$ cat src/logic/stl_regs.svh
// Purpose: constants of the self-test and LED display block
// Assumes: 100 MHz clock
// Notes: timing counts are derived from the times below
`ifndef STL_REGS_SVH
`define STL_REGS_SVH
`define STL_CLK_MHZ 100
`define STL_SWEEP_MS 2000
`define STL_HOLD_MS 2000
`define STL_WIN_US 2000
`define STL_LEDS 8
`define STL_STEP_CYC ((`STL_SWEEP_MS * 1000 * `STL_CLK_MHZ) / `STL_LEDS)
`define STL_HOLD_CYC (`STL_HOLD_MS * 1000 * `STL_CLK_MHZ)
`define STL_WIN_CYC (`STL_WIN_US * `STL_CLK_MHZ)
`define STL_DIAG_CMD 16'hAA00
`define STL_LED_RST 8'h00
`define STL_WALK_FIRST 8'h80
`define STL_CODE_FIRST 8'h02
`define STL_CODE_CORE_LAST 8'h0E
`define STL_CODE_UNUSED_LO 8'h0F
`define STL_CODE_UNUSED_HI 8'h12
`define STL_CODE_RAM_ADDR 8'h13
`define STL_CODE_RAM_DATA 8'h14
`define STL_CORE_STEPS 5'd13
`define STL_LAST_STEP 5'd14
`define STL_RATE_MAX 8'hFF
`endif

$ cat src/logic/stl_pkg.sv
// Purpose: types of the self-test and LED display block
// Assumes: nothing
// Notes: one packed struct holds all block state
package stl_pkg;
  typedef enum logic [2:0] {
    ST_START = 3'b000,
    ST_TEST = 3'b001,
    ST_FAIL = 3'b010,
    ST_SWEEP = 3'b011,
    ST_SHOW_RX = 3'b100,
    ST_SHOW_TX = 3'b101
  } stl_state_e;
  typedef struct packed {
    stl_state_e st;
    logic [4:0] step;
    logic [2:0] bit_idx;
    logic [31:0] tmr;
    logic [31:0] win;
    logic [7:0] led;
    logic [7:0] code;
    logic go;
    logic busy;
    logic pass;
    logic btn;
    logic [7:0] rx_cnt;
    logic [7:0] tx_cnt;
    logic [7:0] rx_pk;
    logic [7:0] tx_pk;
  } stl_state_s;
endpackage

$ cat src/logic/stl_selftest.sv
// Purpose: self-test sequencer with eight-LED result and rate display
// Assumes: inputs synchronous to clk; test engine answers each step
// Notes: rate window of 2 ms makes the window count the display unit
// What this block does
// RULE1: a test run starts after reset, on a button press and on bus init.
// RULE2: writing AA00 hex to the diagnostic register also starts a run.
// RULE3: results appear on eight LED outputs, bit 7 most significant.
// RULE4: after a pass one LED walks from 7 to 0, the sweep taking two seconds.
// RULE5: then the peak receive rate of all lines shows for two seconds.
// RULE6: then the peak transmit rate of all lines shows for two seconds.
// RULE7: then the sweep, receive and transmit displays repeat forever.
// RULE8: a shown rate is characters per second times 2 over 1000.
// RULE9: each peak covers only the time since it was last shown.
// RULE10: a failure shows the code of the failed test, never code 00.
// RULE11: core tests use codes 02 to 09, one per core check, in a fixed order.
// RULE12: codes 0A to 0E follow and codes 0F to 12 are skipped.
// RULE13: shared RAM addressing fails with 13, data with 14, and holds.
`timescale 1ns/1ps
`include "stl_regs.svh"
module stl_selftest #(
  parameter int STEP_CYC = `STL_STEP_CYC,
  parameter int HOLD_CYC = `STL_HOLD_CYC,
  parameter int WIN_CYC = `STL_WIN_CYC
) (
  input wire logic clk,
  input wire logic rst_n,
  input wire logic btn_in,
  input wire logic bus_init,
  input wire logic diag_wr,
  input wire logic [15:0] diag_wdata,
  input wire logic step_done,
  input wire logic step_ok,
  input wire logic rx_char,
  input wire logic tx_char,
  output logic [7:0] led,
  output logic test_go,
  output logic [7:0] test_code,
  output logic test_busy,
  output logic test_pass
);
  localparam logic [31:0] STEP_LAST = 32'(STEP_CYC - 1);
  localparam logic [31:0] HOLD_LAST = 32'(HOLD_CYC - 1);
  localparam logic [31:0] WIN_LAST = 32'(WIN_CYC - 1);

  stl_pkg::stl_state_s s_q;
  stl_pkg::stl_state_s s_d;
  logic trig;
  logic win_end;
  logic [7:0] rx_pk_n;
  logic [7:0] tx_pk_n;
  logic clr_rx;
  logic clr_tx;

  // ------------------------------------------------------------
  // helpers
  // ------------------------------------------------------------
  function automatic logic [7:0] step_code(input logic [4:0] idx);
    logic [7:0] c;
    if (idx < `STL_CORE_STEPS) begin
      c = `STL_CODE_FIRST + {3'h0, idx}; // [RULE11] [RULE12]
    end else if (idx == `STL_CORE_STEPS) begin
      c = `STL_CODE_RAM_ADDR; // [RULE13]
    end else begin
      c = `STL_CODE_RAM_DATA; // [RULE13]
    end
    return c;
  endfunction

  function automatic logic [7:0] sat_inc(input logic [7:0] v, input logic inc);
    logic [7:0] r;
    r = (inc && v != `STL_RATE_MAX) ? v + 8'h01 : v;
    return r;
  endfunction

  function automatic logic [7:0] max8(input logic [7:0] a, input logic [7:0] b);
    logic [7:0] r;
    r = (a > b) ? a : b;
    return r;
  endfunction

  // ------------------------------------------------------------
  // triggers
  // ------------------------------------------------------------
  assign trig = (btn_in & ~s_q.btn) | bus_init // [RULE1]
              | (diag_wr & (diag_wdata == `STL_DIAG_CMD)); // [RULE2]

  // ------------------------------------------------------------
  // next state
  // ------------------------------------------------------------
  always_comb begin
    s_d = s_q;
    clr_rx = 1'b0;
    clr_tx = 1'b0;
    s_d.go = 1'b0;
    s_d.btn = btn_in;
    // window of 2 ms: count equals rate in units of 500 per second
    win_end = (s_q.win == WIN_LAST);
    s_d.win = win_end ? 32'h0 : s_q.win + 32'h1;
    rx_pk_n = win_end ? max8(s_q.rx_pk, s_q.rx_cnt) : s_q.rx_pk; // [RULE8]
    tx_pk_n = win_end ? max8(s_q.tx_pk, s_q.tx_cnt) : s_q.tx_pk; // [RULE8]
    s_d.rx_cnt = win_end ? {7'h0, rx_char} : sat_inc(s_q.rx_cnt, rx_char);
    s_d.tx_cnt = win_end ? {7'h0, tx_char} : sat_inc(s_q.tx_cnt, tx_char);
    case (s_q.st)
      stl_pkg::ST_START: begin
        s_d.step = 5'd0;
        s_d.code = step_code(5'd0);
        s_d.led = step_code(5'd0);
        s_d.go = 1'b1;
        s_d.busy = 1'b1;
        s_d.pass = 1'b0;
        s_d.st = stl_pkg::ST_TEST;
      end
      stl_pkg::ST_TEST: begin
        if (step_done && !s_q.go) begin
          if (!step_ok) begin
            s_d.st = stl_pkg::ST_FAIL; // [RULE10]
            s_d.led = s_q.code; // [RULE3] [RULE10]
            s_d.busy = 1'b0;
          end else if (s_q.step == `STL_LAST_STEP) begin
            s_d.st = stl_pkg::ST_SWEEP;
            s_d.busy = 1'b0;
            s_d.pass = 1'b1;
            s_d.tmr = 32'h0;
            s_d.bit_idx = 3'd0;
            s_d.led = `STL_WALK_FIRST; // [RULE4]
          end else begin
            s_d.step = s_q.step + 5'd1;
            s_d.code = step_code(s_q.step + 5'd1);
            s_d.led = step_code(s_q.step + 5'd1);
            s_d.go = 1'b1;
          end
        end
      end
      stl_pkg::ST_FAIL: begin
        s_d.st = stl_pkg::ST_FAIL; // [RULE13]
      end
      stl_pkg::ST_SWEEP: begin
        if (s_q.tmr == STEP_LAST) begin
          s_d.tmr = 32'h0;
          if (s_q.bit_idx == 3'd7) begin
            s_d.st = stl_pkg::ST_SHOW_RX;
            s_d.led = rx_pk_n; // [RULE5]
            clr_rx = 1'b1;
          end else begin
            s_d.bit_idx = s_q.bit_idx + 3'd1;
            s_d.led = s_q.led >> 1; // [RULE4]
          end
        end else begin
          s_d.tmr = s_q.tmr + 32'h1;
        end
      end
      stl_pkg::ST_SHOW_RX: begin
        if (s_q.tmr == HOLD_LAST) begin
          s_d.tmr = 32'h0;
          s_d.st = stl_pkg::ST_SHOW_TX;
          s_d.led = tx_pk_n; // [RULE6]
          clr_tx = 1'b1;
        end else begin
          s_d.tmr = s_q.tmr + 32'h1;
        end
      end
      stl_pkg::ST_SHOW_TX: begin
        if (s_q.tmr == HOLD_LAST) begin
          s_d.tmr = 32'h0;
          s_d.st = stl_pkg::ST_SWEEP; // [RULE7]
          s_d.bit_idx = 3'd0;
          s_d.led = `STL_WALK_FIRST;
        end else begin
          s_d.tmr = s_q.tmr + 32'h1;
        end
      end
      default: begin
        s_d.st = stl_pkg::ST_START;
      end
    endcase
    s_d.rx_pk = clr_rx ? 8'h00 : rx_pk_n; // [RULE9]
    s_d.tx_pk = clr_tx ? 8'h00 : tx_pk_n; // [RULE9]
    if (trig) begin
      s_d.st = stl_pkg::ST_START; // [RULE1] [RULE2]
      s_d.go = 1'b0;
      s_d.tmr = 32'h0;
    end
  end

  // ------------------------------------------------------------
  // state register
  // ------------------------------------------------------------
  always_ff @(posedge clk) begin
    if (!rst_n) begin
      s_q <= '{st: stl_pkg::ST_START, step: 5'd0, bit_idx: 3'd0,
               tmr: 32'h0, win: 32'h0, led: `STL_LED_RST, code: 8'h00,
               go: 1'b0, busy: 1'b1, pass: 1'b0, btn: 1'b0,
               rx_cnt: 8'h00, tx_cnt: 8'h00, rx_pk: 8'h00, tx_pk: 8'h00}; // [RULE1]
    end else begin
      s_q <= s_d;
    end
  end

  assign led = s_q.led;
  assign test_go = s_q.go;
  assign test_code = s_q.code;
  assign test_busy = s_q.busy;
  assign test_pass = s_q.pass;
endmodule

$ cat config.mk
export PLATFORM = sky130hd
export DESIGN_NAME = stl_selftest
export DESIGN_NICKNAME = d
export VERILOG_FILES = /design/src/logic/stl_pkg.sv /design/src/logic/stl_selftest.sv
export VERILOG_INCLUDE_DIRS = /design/src /design/src/logic
export SDC_FILE = /design/constraint.sdc
export NUM_CORES = 1
export LEC_CHECK = 0
export ABC_AREA = 0
export BUFFER_PORTS_ARGS = -buffer_cell sky130_fd_sc_hd__buf_4
export CORE_AREA = 2 2 106 108
export DETAILED_ROUTE_END_ITERATION = 8
export DIE_AREA = 0 0 108 110
export GPL_TIMING_DRIVEN = 1
export MAX_ROUTING_LAYER = met4
export PLACE_DENSITY = 0.76
export REMOVE_ABC_BUFFERS = 1
export SLEW_MARGIN = 20
export SYNTH_ARGS = -nofsm -noshare
export SYNTH_HDL_FRONTEND = slang
export SYNTH_SLANG_ARGS = --single-unit
$ cat constraint.sdc
create_clock -name clk -period 5.65 [get_ports clk]
set_input_delay 1.13 -clock clk [delete_from_list [all_inputs] [get_ports clk]]
set_output_delay 1.13 -clock clk [all_outputs]
set_load 0.1 [all_outputs]
==> results.toml <==
[run_status]
status = "complete, no violations"

[yosys]
synth_cells = 767
yosys_warnings = 0
synth_common_cells = "nor2_1 (139), dfxtp_1 (125), xor2_1 (42)"
synth_top_area_share_pct = 38.8
synth_most_common_cell = "nor2_1"
syn_area_sq_mm = 0.00645
syn_area_per_cell_sq_um = 8.41
ys_ff_latch = 125
synth_edf_count = 0
synth_cell_types = 65
synthTopCellsByArea = "dfxtp_1 (39%), nor2_1 (8.1%), xor2_1 (5.7%)"
yosysSeqAreaShare_pct = 38.8
synth_ff_type = "dfxtp_1"
synth_area_leader_cell = "dfxtp_1"
async_reset_ff_share_pct = 0

[placed_design]
gp_congestion = 0.877
dp_cells = 908
place_area_sq_mm = 0.00672
port-buffer-count = 41
pre_cts_ws_ps = 2270
dp_hpwl_mm = 10.1

[timing]
setup_viol = 0
worst_slack_ps = 2550
fin_crit_sh_pct = 54.8
max_slew_margin_pct = 32.9
drv_slew = 0
setup_tns_ps = 0
finalClockSkew_ps = 6.64
rsz0062_at_grt = "false"
fmax_ghz = 0.323
hold_viol = 0
fin_crit_ps = 3100
tightest_slew_ps = 997

[clock_tree]
cts_tree = "built"
clk-insertion-delay-late_ps = 530
holdBufCountCts = 0
ctsRootBufferMaster = "clkbuf_8"
clock-sinks = 125
cts_max_level = 4
clk_pin_slew_ps = 60
cts_buffers = 17
cts-resized-gates = 0
max-clock-path-buffers = 2
post-cts-setup-buffers = 0

[route]
drtAntennaViolNets = 0
viasPerCell = 5.80
first_pass_iters = 5
routed_wl_mm = 14.4
drtIter0Drc = 302
wl_per_cell_microns = 15.3
drc = 0
vias = 5455

[layout]
final_nets = 839
instances_no_fill = 940
final_area_sq_mm = 0.00739
drive_gt1_share_pct = 11.3
diodes = 0
nFillCells = 841
synthToLayoutAreaGrowth_pct = 14.6

[die]
initial_utilization_pct = 60.3
die_area_sq_mm = 0.0119
ios = 44
num_rows = 38
die_x_microns = 108
die_h_microns = 110
core_sq_mm = 0.0107

[critical_path]
arrival_ps = 3460
slowest_delay_ps = 840
worst-path-buf-inv = 0
crit_path_cell_trace = "nand4_1 -> or4_1 -> nor3_1 -> a2bb2oi_2 -> a21o_1 -> nor2_1"
cpLargestDelayFamily = "compound AO/OA/AOI/OAI gates"
end_kind = "flip-flop"
crit_slowest_cell = "a21o_1"
cp-start-kind = "flip-flop"
required_ps = 6020
path_max_fanout = 31
crit_type = "flip-flop to flip-flop"

[pwr]
p_per_area_mw_per_mm2 = 304
p_leak_nw = 2.66
ir_drop_mv = 0.300

[global_routing]
grt_pass1_wl_mm = 24.6
antenna_found_initial = 0
grt_remaining_overflow = 0
grt_usage_pct = 26.7
grt_pass1_vias = 5481
grt_max_degree = 41

[hold_path]
hold_path_class = "flip-flop to flip-flop"

[run]
maxCapViolCount = 0
==> worst register-to-register path, delay by kind of cell, from the launching register on <==
kind | cells | cell delay [ps]
AOI/OAI and AO/OA | 2 | 1260
and+or+nand+nor | 4 | 1220
DFF | 1 | 450
==> flip-flops by register name (all words and copies together) (netlist names) <==
register,flops
test_go,1
test_code,6
test_busy,1
led,8
s_q,108
test_pass,1
==> cell families after synthesis <==
| group | Yosys count | synth area share (%) |
|---|---|---|
| muxes | 19 | 2.95 |
| DFF | 125 | 38.8 |
| and+or+nand+nor | 343 | 26.8 |
| xor gates and xnor gates | 73 | 9.91 |
| other | 1 | 0.0581 |
| buffers and inverters | 75 | 5.47 |
| adders and majority gates | 27 | 5.24 |
| AOI/OAI and AO/OA | 104 | 10.8 |
==> power breakdown <==
group | leakage [nW] | internal, mW | switching, mW
registers | 1.01 | 0.890 | 0.00914
clock network | 0.325 | 0.859 | 0.390
logic | 1.33 | 0.0336 | 0.0640
==> cell type report <==
class                           count  area, sq um  share of cell area (%)
Multi-Input combinational cell    568         3600                    48.7
Sequential cell                   125         2500                    33.8
Clock buffer                       20          435                    5.89
Timing Repair Buffer               43          323                    4.37
Clock inverter                     12          240                    3.25
Tap cell                          140          175                    2.37
Inverter                           32          120                    1.62
==> routing by layer <==
metal  track usage (%)  vias to the layer above  routed length, microns
li1                  -                     2701                       -
met1              32.2                     2605                    6630
met2              43.8                      126                    6820
met3              6.64                       23                     699
met4              9.34                        0                     218
met5                 -                        -                       0
==> stage by stage <==
step	hold slack [ps]	power [mW]	utilization, %
CTS	461	2.26	69.1
global route	474	2.31	69.1
detailed placement	432	1.01	62.8
finish	456	2.25	69.1
floorplan	413	0.979	-
global placement	422	1.01	62.8
==> worst paths after layout <==
path / from / end / slack, ps / cells after the start
max: s_q[95]$_SDFFE_PP0P_ / s_q[93]$_SDFFE_PP0P_ / 2550 / 6
min: s_q[52]$_SDFF_PP0_ / s_q[52]$_SDFF_PP0_ / 460 / 1
max reg2reg: s_q[95]$_SDFFE_PP0P_ / s_q[93]$_SDFFE_PP0P_ / 2550 / 6
min reg2reg: s_q[52]$_SDFF_PP0_ / s_q[52]$_SDFF_PP0_ / 460 / 1
==> placed cells by master (no fill, tap or decap), types with 6 or more instances in the layout <==
cell and count:
nor2_1 139, dfxtp_1 125, buf_4 43, xor2_1 42
nand2_1 38, nand3_1 37, a21oi_1 36, inv_1 31
xnor2_1 31, ha_1 27, nand4_1 26, mux2i_1 19
o21ai_0 17, clkbuf_16 16, and3_1 14, nor3_1 14
and2_1 10, nor4_1 10, nand2b_1 8, or3_1 7
nor2b_1 7, bufinv_16 7, a211oi_1 6
Note: power is estimated with default switching activity, not from simulation.
